$ cat src/hdl/fer_pkg.sv
// Package for the fieldbus error-reporting block: bit positions, codes, types
package fer_pkg;
	// Monitoring latch bit positions
	localparam int MON_GENERAL = 0;
	localparam int MON_HW_LIMIT = 1;
	localparam int MON_OUT_OF_RANGE = 2;
	localparam int MON_QUICK_STOP = 3;
	localparam int MON_OP_MODE = 4;
	localparam int MON_COMM_IF = 5;
	localparam int MON_FIELDBUS = 6;
	localparam int MON_FOLLOWING = 8;
	localparam int MON_STO_ZERO = 10;
	localparam int MON_STO_DIFF = 11;
	localparam int MON_DC_LOW_A = 13;
	localparam int MON_DC_LOW_B = 14;
	localparam int MON_MAINS_PHASE = 15;
	localparam int MON_ENCODER_IF = 16;
	localparam int MON_MOTOR_TEMP = 17;
	localparam int MON_STAGE_TEMP = 18;
	localparam int MON_MEM_CARD = 20;
	localparam int MON_BUS_MODULE = 21;
	localparam int MON_ENC_MODULE = 22;
	localparam int MON_SAFETY_MODULE = 23;
	localparam int MON_MOTOR_CONN = 26;
	localparam int MON_OVERCURRENT = 27;
	localparam int MON_REF_FREQ = 28;
	localparam int MON_NVM = 29;
	localparam int MON_STARTUP = 30;
	localparam int MON_SYSTEM = 31;
	// Implemented positions; all others are reserved and read zero
	localparam logic [31:0] MON_USED_MASK = 32'hfcf7ed7f;
	localparam logic [31:0] MON_RESET = 32'h00000000;

	// Error register bit positions
	localparam int ERR_GENERIC = 0;
	localparam int ERR_COMM = 4;
	localparam int ERR_PROFILE = 5;
	localparam int ERR_VENDOR = 7;
	localparam logic [7:0] ERR_RESET = 8'h00;
	localparam logic [15:0] CODE_RESET = 16'h0000;

	// Abort message layout: cause code in bytes 4..7, little endian
	localparam int ABORT_CODE_BYTE = 4;
	localparam logic [7:0] ABORT_CMD = 8'h80;

	// Abort cause codes
	localparam logic [31:0] AB_TOGGLE = 32'h05030000;
	localparam logic [31:0] AB_TIMEOUT = 32'h05040000;
	localparam logic [31:0] AB_BAD_CS = 32'h05040001;
	localparam logic [31:0] AB_NO_MEMORY = 32'h05040005;
	localparam logic [31:0] AB_NO_ACCESS = 32'h06010000;
	localparam logic [31:0] AB_WRITE_ONLY = 32'h06010001;
	localparam logic [31:0] AB_READ_ONLY = 32'h06010002;
	localparam logic [31:0] AB_NO_OBJECT = 32'h06020000;
	localparam logic [31:0] AB_NOT_MAPPABLE = 32'h06040041;
	localparam logic [31:0] AB_MAP_TOO_LONG = 32'h06040042;
	localparam logic [31:0] AB_INCOMPATIBLE = 32'h06040043;
	localparam logic [31:0] AB_INTERNAL_INC = 32'h06040047;
	localparam logic [31:0] AB_HW_ERROR = 32'h06060000;
	localparam logic [31:0] AB_LEN_MISMATCH = 32'h06070010;
	localparam logic [31:0] AB_TOO_LONG = 32'h06070012;
	localparam logic [31:0] AB_TOO_SHORT = 32'h06070013;
	localparam logic [31:0] AB_NO_SUBINDEX = 32'h06090011;
	localparam logic [31:0] AB_RANGE_LARGE = 32'h06090030;
	localparam logic [31:0] AB_ABOVE_MAX = 32'h06090031;
	localparam logic [31:0] AB_BELOW_MIN = 32'h06090032;
	localparam logic [31:0] AB_UPPER_LOWER = 32'h06090036;
	localparam logic [31:0] AB_GENERAL = 32'h08000000;
	localparam logic [31:0] AB_NOT_STORED = 32'h08000020;
	localparam logic [31:0] AB_LOCAL_CTRL = 32'h08000021;
	localparam logic [31:0] AB_DEV_STATE = 32'h08000022;
	localparam logic [31:0] AB_NO_DICT = 32'h08000023;
	localparam logic [31:0] AB_NO_DATA = 32'h08000024;

	// Transfer failure causes reported by the service-data engine
	typedef enum logic [4:0] {
		FC_TOGGLE, FC_TIMEOUT, FC_BAD_CS, FC_NO_MEMORY, FC_NO_ACCESS,
		FC_WRITE_ONLY, FC_READ_ONLY, FC_NO_OBJECT, FC_NOT_MAPPABLE, FC_MAP_TOO_LONG,
		FC_INCOMPATIBLE, FC_INTERNAL_INC, FC_HW_ERROR, FC_LEN_MISMATCH, FC_TOO_LONG,
		FC_TOO_SHORT, FC_NO_SUBINDEX, FC_RANGE_LARGE, FC_ABOVE_MAX, FC_BELOW_MIN,
		FC_UPPER_LOWER, FC_GENERAL, FC_NOT_STORED, FC_LOCAL_CTRL, FC_DEV_STATE,
		FC_NO_DICT, FC_NO_DATA
	} fer_fail_t;

	// Failed transfer request from the service-data engine
	typedef struct packed {
		fer_fail_t cause;
		logic is_write;
		logic [15:0] index;
		logic [7:0] subindex;
		logic [15:0] vendor_detail;
	} fer_sdo_fail_t;

	// Abort message handed to the frame transmitter
	typedef struct packed {
		logic [7:0][7:0] data;
	} fer_abort_msg_t;

	// Emergency report to the frame transmitter
	typedef struct packed {
		logic [15:0] error_code;
		logic [7:0] error_register;
	} fer_emcy_t;
endpackage : fer_pkg

$ cat src/hdl/fer_abort_coder.sv
// Combinational translator from failure cause to abort code
`timescale 1ns/1ns
module fer_abort_coder
	import fer_pkg::*;
(
	// Cause
	input wire fer_fail_t cause_i,
	input wire logic is_write_i,
	// Code
	output logic [31:0] code_o
);
	always_comb begin
		case (cause_i)
			FC_TOGGLE: code_o = AB_TOGGLE; // [RULE12]
			FC_TIMEOUT: code_o = AB_TIMEOUT; // [RULE12]
			FC_BAD_CS: code_o = AB_BAD_CS; // [RULE12]
			FC_NO_MEMORY: code_o = AB_NO_MEMORY; // [RULE22]
			FC_HW_ERROR: code_o = AB_HW_ERROR; // [RULE22]
			FC_NO_ACCESS: code_o = AB_NO_ACCESS; // [RULE13]
			FC_WRITE_ONLY: code_o = AB_WRITE_ONLY; // [RULE13]
			FC_READ_ONLY: code_o = AB_READ_ONLY; // [RULE13]
			FC_NO_OBJECT: code_o = AB_NO_OBJECT; // [RULE14]
			FC_NO_SUBINDEX: code_o = AB_NO_SUBINDEX; // [RULE14]
			FC_NOT_MAPPABLE: code_o = AB_NOT_MAPPABLE; // [RULE15]
			FC_MAP_TOO_LONG: code_o = AB_MAP_TOO_LONG; // [RULE15]
			FC_INCOMPATIBLE: code_o = AB_INCOMPATIBLE; // [RULE23]
			FC_INTERNAL_INC: code_o = AB_INTERNAL_INC; // [RULE23]
			FC_LEN_MISMATCH: code_o = AB_LEN_MISMATCH; // [RULE16]
			FC_TOO_LONG: code_o = AB_TOO_LONG; // [RULE16]
			FC_TOO_SHORT: code_o = AB_TOO_SHORT; // [RULE16]
			FC_ABOVE_MAX: code_o = AB_ABOVE_MAX; // [RULE17]
			FC_BELOW_MIN: code_o = AB_BELOW_MIN; // [RULE17]
			FC_UPPER_LOWER: code_o = AB_UPPER_LOWER; // [RULE17]
			// Range code is meaningful only on writes; a read falls back to general
			FC_RANGE_LARGE: code_o = is_write_i ? AB_RANGE_LARGE : AB_GENERAL; // [RULE18]
			FC_NOT_STORED: code_o = AB_NOT_STORED; // [RULE20]
			FC_LOCAL_CTRL: code_o = AB_LOCAL_CTRL; // [RULE20]
			FC_DEV_STATE: code_o = AB_DEV_STATE; // [RULE20]
			FC_NO_DICT: code_o = AB_NO_DICT; // [RULE21]
			FC_NO_DATA: code_o = AB_NO_DATA; // [RULE21]
			FC_GENERAL: code_o = AB_GENERAL;
			default: code_o = AB_GENERAL;
		endcase
	end
endmodule : fer_abort_coder

$ cat src/hdl/fer_error_report.sv
// Top of the fieldbus error-reporting block
`timescale 1ns/1ns
////////////////////////////////////////////////////////////////////////////////
// Operation
// RULE1 - 32-bit read-only latch, one means activated
// RULE2 - Bits 0-6: general, limits, range, stop, mode, interfaces
// RULE3 - Bits 8,10,11,13-15: following, safe torque, voltage
// RULE4 - Bits 16-18, 20-23: encoder, temperatures, modules
// RULE5 - Bits 26-31: motor, frequency, memory, startup, system
// RULE6 - Errors reported to master as emergency messages
// RULE7 - Failed transfer answered with abort message
// RULE8 - Error register bit 0 set immediately
// RULE9 - Bits 4,5,7 communication, profile, vendor
// RULE10 - 16-bit code of last motion interruption
// RULE11 - Abort cause code in bytes 4 to 7
// RULE12 - Toggle, timeout, bad command specifier codes
// RULE13 - Access impossible, write-only, read-only codes
// RULE14 - Missing object, unsupported subindex codes
// RULE15 - Not mappable, mapping too long codes
// RULE16 - Length mismatch, too long, too short codes
// RULE17 - Above maximum, below minimum, bounds reversed codes
// RULE18 - Range too large only on writes
// RULE19 - General abort exposes 16-bit vendor detail
// RULE20 - Not stored, local control, device state codes
// RULE21 - No dictionary, data unavailable codes
// RULE22 - No memory, hardware error codes
// RULE23 - Incompatible parameters, internal incompatibility codes
// RULE24 - Latched bits held until fault reset, reserved zero
module fer_error_report
	import fer_pkg::*;
(
	// Clock and reset
	input wire logic clk_i,
	input wire logic rstn_i,
	input wire logic ce_i,
	// Monitoring sources, from outside the clock domain
	input wire logic [31:0] monitor_raw_i,
	input wire logic fault_reset_i,
	// Error classification from the drive
	input wire logic comm_error_i,
	input wire logic profile_error_i,
	input wire logic vendor_error_i,
	input wire logic stop_event_i,
	input wire logic [15:0] stop_code_i,
	// Failed service-data transfer
	input wire logic sdo_fail_valid_i,
	input wire fer_sdo_fail_t sdo_fail_i,
	// Registers
	output logic [31:0] latched_monitor_signals_o,
	output logic [7:0] bitcoded_error_register_o,
	output logic [15:0] last_stop_code_o,
	output logic [15:0] vendor_abort_detail_o,
	// Abort message out
	output logic abort_valid_o,
	output fer_abort_msg_t abort_msg_o,
	// Emergency message out
	output logic emcy_valid_o,
	output fer_emcy_t emcy_o
);
	////////////////////////////////////////////////////////////////////////////
	// Input synchronisers
	logic [31:0] mon_meta;
	logic [31:0] mon_sync;
	logic fr_meta;
	logic fr_sync;
	logic fr_prev;
	logic fault_reset_pulse;

	always_ff @(posedge clk_i) begin
		if (!rstn_i) begin
			mon_meta <= MON_RESET;
			mon_sync <= MON_RESET;
			fr_meta <= 1'b0;
			fr_sync <= 1'b0;
			fr_prev <= 1'b0;
		end else if (ce_i) begin
			mon_meta <= monitor_raw_i;
			mon_sync <= mon_meta;
			fr_meta <= fault_reset_i;
			fr_sync <= fr_meta;
			fr_prev <= fr_sync;
		end
	end

	assign fault_reset_pulse = fr_sync && !fr_prev;

	////////////////////////////////////////////////////////////////////////////
	// Monitoring latch
	logic [31:0] mon_latch;
	logic [31:0] mon_new;
	logic [31:0] next_mon_latch;

	// Only documented positions can ever latch
	assign mon_new = mon_sync & MON_USED_MASK; // [RULE24] [RULE2] [RULE3] [RULE4] [RULE5]
	// A condition still active during a fault reset survives it
	assign next_mon_latch = fault_reset_pulse ? mon_new : (mon_latch | mon_new); // [RULE24]

	always_ff @(posedge clk_i) begin
		if (!rstn_i) begin
			mon_latch <= MON_RESET;
		end else if (ce_i) begin
			mon_latch <= next_mon_latch; // [RULE1]
		end
	end

	////////////////////////////////////////////////////////////////////////////
	// Error register
	logic [7:0] err_reg;
	logic [7:0] next_err_reg;
	logic any_error;
	logic comm_now;
	logic vendor_now;

	assign comm_now = comm_error_i || sdo_fail_valid_i;
	assign vendor_now = vendor_error_i
		|| (sdo_fail_valid_i && sdo_fail_i.cause == FC_GENERAL);
	assign any_error = comm_now || profile_error_i || vendor_now || stop_event_i
		|| (|mon_new);

	always_comb begin
		next_err_reg = err_reg;
		if (fault_reset_pulse) begin
			next_err_reg = ERR_RESET;
		end
		// New errors win over a fault reset in the same cycle
		if (any_error) begin
			next_err_reg[ERR_GENERIC] = 1'b1; // [RULE8]
		end
		if (comm_now) begin
			next_err_reg[ERR_COMM] = 1'b1; // [RULE9]
		end
		if (profile_error_i || stop_event_i) begin
			next_err_reg[ERR_PROFILE] = 1'b1; // [RULE9]
		end
		if (vendor_now) begin
			next_err_reg[ERR_VENDOR] = 1'b1; // [RULE9]
		end
	end

	always_ff @(posedge clk_i) begin
		if (!rstn_i) begin
			err_reg <= ERR_RESET;
		end else if (ce_i) begin
			err_reg <= next_err_reg;
		end
	end

	////////////////////////////////////////////////////////////////////////////
	// Last interruption code
	logic [15:0] stop_code;

	always_ff @(posedge clk_i) begin
		if (!rstn_i) begin
			stop_code <= CODE_RESET;
		end else if (ce_i) begin
			if (stop_event_i) begin
				stop_code <= stop_code_i; // [RULE10]
			end else if (fault_reset_pulse) begin
				stop_code <= CODE_RESET;
			end
		end
	end

	////////////////////////////////////////////////////////////////////////////
	// Abort message generation
	logic [31:0] abort_code;
	logic [15:0] vendor_detail;
	logic abort_valid;
	fer_abort_msg_t abort_msg;
	fer_abort_msg_t next_abort_msg;

	fer_abort_coder i_fer_abort_coder (
		.cause_i(sdo_fail_i.cause),
		.is_write_i(sdo_fail_i.is_write),
		.code_o(abort_code)
	);

	always_comb begin
		next_abort_msg.data = '0;
		next_abort_msg.data[0] = ABORT_CMD;
		next_abort_msg.data[1] = sdo_fail_i.index[7:0];
		next_abort_msg.data[2] = sdo_fail_i.index[15:8];
		next_abort_msg.data[3] = sdo_fail_i.subindex;
		// Cause code rides little endian in bytes 4..7
		next_abort_msg.data[ABORT_CODE_BYTE] = abort_code[7:0]; // [RULE11]
		next_abort_msg.data[ABORT_CODE_BYTE + 1] = abort_code[15:8]; // [RULE11]
		next_abort_msg.data[ABORT_CODE_BYTE + 2] = abort_code[23:16]; // [RULE11]
		next_abort_msg.data[ABORT_CODE_BYTE + 3] = abort_code[31:24]; // [RULE11]
	end

	always_ff @(posedge clk_i) begin
		if (!rstn_i) begin
			abort_valid <= 1'b0;
			abort_msg <= '0;
		end else if (ce_i) begin
			// Replaces the normal answer for this transfer
			abort_valid <= sdo_fail_valid_i; // [RULE7]
			if (sdo_fail_valid_i) begin
				abort_msg <= next_abort_msg; // [RULE7]
			end
		end
	end

	// Detail is only refreshed by a general abort; others leave it standing
	always_ff @(posedge clk_i) begin
		if (!rstn_i) begin
			vendor_detail <= CODE_RESET;
		end else if (ce_i) begin
			if (sdo_fail_valid_i && abort_code == AB_GENERAL) begin
				vendor_detail <= sdo_fail_i.vendor_detail; // [RULE19]
			end
		end
	end

	////////////////////////////////////////////////////////////////////////////
	// Emergency reporting
	logic emcy_valid;
	fer_emcy_t emcy;
	logic [31:0] mon_rise;

	// Only fresh events raise a message, not conditions that persist
	assign mon_rise = mon_new & ~mon_latch;

	always_ff @(posedge clk_i) begin
		if (!rstn_i) begin
			emcy_valid <= 1'b0;
			emcy <= '0;
		end else if (ce_i) begin
			emcy_valid <= stop_event_i || comm_error_i || profile_error_i
				|| vendor_error_i || (|mon_rise); // [RULE6]
			emcy.error_register <= next_err_reg; // [RULE6]
			emcy.error_code <= stop_event_i ? stop_code_i : stop_code; // [RULE6]
		end
	end

	////////////////////////////////////////////////////////////////////////////
	// Outputs
	assign latched_monitor_signals_o = mon_latch;
	assign bitcoded_error_register_o = err_reg;
	assign last_stop_code_o = stop_code;
	assign vendor_abort_detail_o = vendor_detail;
	assign abort_valid_o = abort_valid;
	assign abort_msg_o = abort_msg;
	assign emcy_valid_o = emcy_valid;
	assign emcy_o = emcy;
endmodule : fer_error_report

$ cat config.mk
export PLATFORM = sky130hd
export DESIGN_NAME = fer_error_report
export DESIGN_NICKNAME = d
export VERILOG_FILES = /design/src/hdl/fer_pkg.sv /design/src/hdl/fer_abort_coder.sv /design/src/hdl/fer_error_report.sv
export SDC_FILE = /design/constraint.sdc
export NUM_CORES = 1
export LEC_CHECK = 0
export BUFFER_PORTS_ARGS = -buffer_cell sky130_fd_sc_hd__buf_2
export CAP_MARGIN = 20
export CORE_ASPECT_RATIO = 0.75
export CORE_MARGIN = 2
export CORE_UTILIZATION = 54
export DETAILED_ROUTE_END_ITERATION = 12
export PLACE_DENSITY = 0.85
export SYNTH_ARGS = -nofsm -noshare
export SYNTH_HDL_FRONTEND = slang
export SYNTH_SLANG_ARGS = --single-unit
export TNS_END_PERCENT = 10
$ cat constraint.sdc
create_clock -name clk_i -period 2.06 [get_ports clk_i]
set_input_delay 0.206 -clock clk_i [delete_from_list [all_inputs] [get_ports clk_i]]
set_output_delay 0.206 -clock clk_i [all_outputs]
set_load 0.005 [all_outputs]
==> run metrics, run 1 <==
CTS Buf Count 17; post-route ant nets 0; first-pass GRT wire length 28,700 µm; Root Buffer clkbuf_16; final setup fails 0; nature of the critical path endpoint flip-flop; ys async rst share 0%; yosys warns 0; Reg area 3480 µm²; Routed WL 17,800 µm; Via density 5.20; Die W 140 µm; HP Class in2reg; crit path DAT 1810 ps; Initial Utilization 55.2%; Max VDD drop 652 µV; Ant. Diodes 0; final hold slack 30.3 ps; GP Congestion 0.832; multiplexer area fraction after synthesis 11.8%; synth top area cells dfxtp_1, mux2i_1, nor2b_1, nand2_1, buf_4; core box area 13,700 µm²; fillcell total 1,114; clock tree buffer depth 2; Pwr Total 0.00747 W; Final Cycle Share 72.9%; DRC violations left 0; post-layout min period 1500 ps; pin count of the biggest net entering global routing 67; Setup CP Type reg2reg; CP max FO 37; number of synthesized flops with an enable pin 0; max-cap violations 0; First-pass DRT Iterations 5; layout cells sized above 1 26.6%; Nets 1,108; initial antenna violation count 1; num ports 265; Hold Violations, Final 0; PortBufs 219; total congestion overflow 0; Layout Utilization 66.9%; vias in the first global route 5,787; Hold-fix buffers, CTS 0; #FFs+latches synth 174; multi-input logic area 3560 µm²; outcome finished clean; starting DRC count in detailed routing 371; Worst slew margin 40.1%; P&R area growth vs syn 21.2%; XOR/XNOR share of the synthesized area 0%; main combinational cell family by area after synthesis simple AND/OR/NAND/NOR gates; clock sinks 174; # resized after CTS 0; GRT Overall Usage 23.7%; H-Tree Depth 4; Synth area leader dfxtp_1; Post-Syn Area 7540 µm²; FP Rows 37; commonest cells in the synthesized netlist dfxtp_1, nand2_1, mux2i_1; die area 14,900 µm²; Vias 6,199; Clock Skew 7.05 ps; Detail Placement HPWL 12,500 µm; CTS clk-pin slew, worst paths 70 ps; cell with the most instances after synthesis dfxtp_1; Worst Tran Pin Value 898 ps; synthesized area per cell 9.22 µm²; leakage 4.26 nW; Post-CTS Setup Inserts 0; post-synth top area share 46.2%; Req. time, crit path 2370 ps; fmax 0.666 GHz; CP startpoint kind flip-flop; Synth Area in Compound Gates 14.3%; adder-cell area share of the yosys netlist 0%; sequential area share after synthesis 46.2%; power per cell area 818 nW/µm²; RSZ-0062 raised after global routing false; setup TNS 0 ps; simple-gate share of the synthesized area 19.1%; Top FF cell, synth dfxtp_1; clk_lat worst skew 420 ps; die height 106 µm; number of cells produced by synthesis 818; Max Slew Vio Count 0; CTS tree yes; Unique masters post-synth 45; drt wl/cell 14.9 µm
[worst max-delay path, cell delays in order (launching register included)]
cell and delay, ps:
dfxtp_1 370, nand3b_1 390, buf_12 340, nand2_1 80, o21ai_0 70, and2_1 150
[power by group]
group | total, W | internal, W | switching (W)
Sequential | 0.00361 | 0.00351 | 0.0000976
Clock | 0.00306 | 0.00170 | 0.00135
Combinational | 0.000802 | 0.000382 | 0.000420
Total | 0.00747 | 0.00560 | 0.00187
[stage by stage]
stage	worst slack, ps	instance area [µm²]	instances
6_report	559	9140	1192
5_1_grt	464	9140	1192
4_1_cts	563	9140	1192
3_5_place_dp	404	8580	1161
3_3_place_gp	461	8580	1161
2_1_floorplan	732	7680	856
[area by class of cell]
type                       instances  area share (%)
multi-input combinational        561            38.9
sequential                       174            38.1
timing repair buffer             233            13.7
clock buffer                      19            4.85
tap                              175            2.40
clock inverter                    12            1.25
inverter                          18           0.739
[placed cells by master, fill, tap and decap left out, types with 3 or more instances in the layout]
cell and n:
buf_2 217, conb_1 39, nand2b_1 17, clkbuf_16 17, mux2i_1 89, nor2_1 10, nand4_1 3, buf_4 12
dfxtp_1 174, nand2_1 125, o221a_2 3, a21oi_1 12, nor4_1 10, inv_1 17, o211a_1 16, a31oi_1 5
and2_1 5, a21boi_0 42, buf_12 4, nand3_1 22, nor3_1 4, clkinv_2 4, a22oi_1 26, o21ai_0 17
o22ai_1 4, nor2b_1 86, o2111ai_1 4
[registers in the layout, summed over array words and instances, names as in the netlist]
| name | flops |
|---|---|
| fr_meta | 1 |
| emcy_valid_o | 1 |
| fr_prev | 1 |
| abort_valid_o | 1 |
| latched_monitor_signals_o | 26 |
| emcy_o | 20 |
| last_stop_code_o | 16 |
| abort_msg_o | 39 |
| mon_sync | 26 |
| mon_meta | 26 |
| vendor_abort_detail_o | 16 |
| fr_sync | 1 |
[logic make-up (layout without fill, tap and decap cells)]
| logic type | Yosys count | in the layout |
|---|---|---|
| simple gates | 289 | 289 |
| compound gates | 144 | 144 |
| other cells | 1 | 39 |
| mux | 89 | 89 |
| flops | 174 | 174 |
| buf+inv | 121 | 282 |
[per-layer routing]
layer	share of wire (%)	track usage, %	up-vias
li1	-	-	3072
met1	46	31.4	2876
met2	45	37.8	226
met3	7.8	6.98	23
met4	1.3	7.14	2
met5	0.062	0	-
[final timing paths]
path	to	slack, ps	cells past startpoint	startpoint
worst max register to register	emcy_o[7]$_SDFFE_PN0P_	560	5	fr_sync$_SDFFE_PN0P_
worst max-delay path	emcy_o[7]$_SDFFE_PN0P_	560	5	fr_sync$_SDFFE_PN0P_
worst min register to register	vendor_abort_detail_o[1]$_SDFFE_PN0P_	460	2	vendor_abort_detail_o[1]$_SDFFE_PN0P_
worst min-delay path	abort_msg_o[28]$_SDFFE_PN0P_	30	3	sdo_fail_i[20]
(Power assumes the default switching activity.)
==> run 2: changes to the inputs <==
CORE_UTILIZATION = 50   (was 54)
PLACE_DENSITY = 0.79   (was 0.85)
clock period = 1.4 ns   (was 2.06 ns; I/O delays follow)
==> run metrics, run 2 (synthesis gave the netlist of run 1 again) <==
Req. time, crit path 1690 ps; FP Rows 38; first-pass GRT wire length 32,000 µm; vias in the first global route 6,237; starting DRC count in detailed routing 340; P&R area growth vs syn 33.7%; leakage 4.67 nW; clk_lat worst skew 420 ps; setup TNS 0 ps; clock sinks 174; die area 16,100 µm²; post-route cell area 10,100 µm²; Hold Violations, Final 0; die height 110 µm; Nets 1,200; Clock Skew 11.5 ps; outcome finished clean; CTS clk-pin slew, worst paths 70 ps; GRT Overall Usage 24.7%; max reg flops 39; power per cell area 1120 nW/µm²; # resized after CTS 0; post-layout min period 1270 ps; RSZ-0062 raised after global routing false; nature of the critical path endpoint flip-flop; total congestion overflow 0; Root Buffer clkbuf_16; HP Class in2reg; Setup CP Type reg2reg; PortBufs 219; Via density 5.01; commonest non-fill, non-tap cell in the layout buf_2; Initial Utilization 51.7%; Routed WL 20,300 µm; CP startpoint kind flip-flop; CP max FO 4; final setup fails 0; Final Cycle Share 90.7%; core box area 14,600 µm²; initial antenna violation count 0; Post-CTS Setup Inserts 0; fmax 0.788 GHz; crit path DAT 1560 ps; layout cells sized above 1 25.7%; pin count of the biggest net entering global routing 52; worst slack at placement 67.8 ps; drt wl/cell 15.5 µm; DRC violations left 0; Die W 146 µm; CTS tree yes; Ant. Diodes 0; Vias 6,558; Placed Instance Area 8740 µm²; final hold slack 15.7 ps; First-pass DRT Iterations 5; clock tree buffer depth 2; most frequent cells in the layout buf_2, dfxtp_1, nand2_1; Max Slew Vio Count 0; Final WS setup 131 ps; max-cap violations 0; H-Tree Depth 4; num ports 265; Detail Placement HPWL 13,500 µm; GP Congestion 0.837; CTS Buf Count 17; post-route ant nets 0; Max VDD drop 775 µV
run 2: changes by cell type in the layout (fill, tap and decap cells not counted):
cell	previous run	this run
inv_8	2	1
clkinv_2	4	3
buf_12	4	6
buf_4	12	23
clkinv_4	2	1
inv_6	1	6
clkbuf_8	1	0
dlygate4sd3_1	0	79
clkbuf_1	1	0
run 2: metrics by stage:
step                      total power (W)  utilization, %  std cells
after detailed placement          0.00664            59.8       1199
after global routing               0.0117            69.1       1309
final                              0.0112            69.1       1309
after global placement            0.00662            59.8       1199
after CTS                          0.0113            69.1       1309
after floorplan                   0.00620               -        856
run 2: metal layers:
layer  track usage (%)  share of wire, %  vias up
met1              31.9                45     3028
li1                  -                 -     3267
met5                 0                 0        -
met2              41.2                46      233
met4              8.12               1.9        0
met3              6.26               6.5       30
run 2: path summary, 6_finish.rpt:
| kind | from | endpoint | slack [ps] | depth (start not counted) |
|---|---|---|---|---|
| worst max register to register | mon_sync[13]$_SDFFE_PN0P_ | emcy_o[0]$_SDFFE_PN0P_ | 130 | 4 |
| worst min-delay path | monitor_raw_i[26] | mon_meta[26]$_SDFFE_PN0P_ | 20 | 3 |
| worst max-delay path | mon_sync[13]$_SDFFE_PN0P_ | emcy_o[0]$_SDFFE_PN0P_ | 130 | 4 |
| worst min register to register | vendor_abort_detail_o[8]$_SDFFE_PN0P_ | vendor_abort_detail_o[8]$_SDFFE_PN0P_ | 460 | 2 |
run 2: repair_timing:
item,CTS,global route
hold buffers,79,0
endpoints found under the hold margin,79,0
setup endpoints to repair,0,0
run 2: area by class of cell:
cell class	instances	area, µm²
Inverter	18	67.6
Sequential cell	174	3480
Clock inverter	14	133
Timing Repair Buffer	325	2170
Tap cell	200	250
Clock buffer	17	425
Multi-Input combinational cell	561	3560
Fill cell	1137	4510
run 2: worst max-delay path, stage by stage (launching register included):
cell and delay (ps):
dfxtp_1 340, nor4_1 440, nand4_1 140, nor2_1 150, a31oi_1 80
run 2: power by group:
part | total (W) | internal (W) | switching (W)
registers | 0.00532 | 0.00517 | 0.000145
logic | 0.00141 | 0.000734 | 0.000678
clock network | 0.00452 | 0.00248 | 0.00204
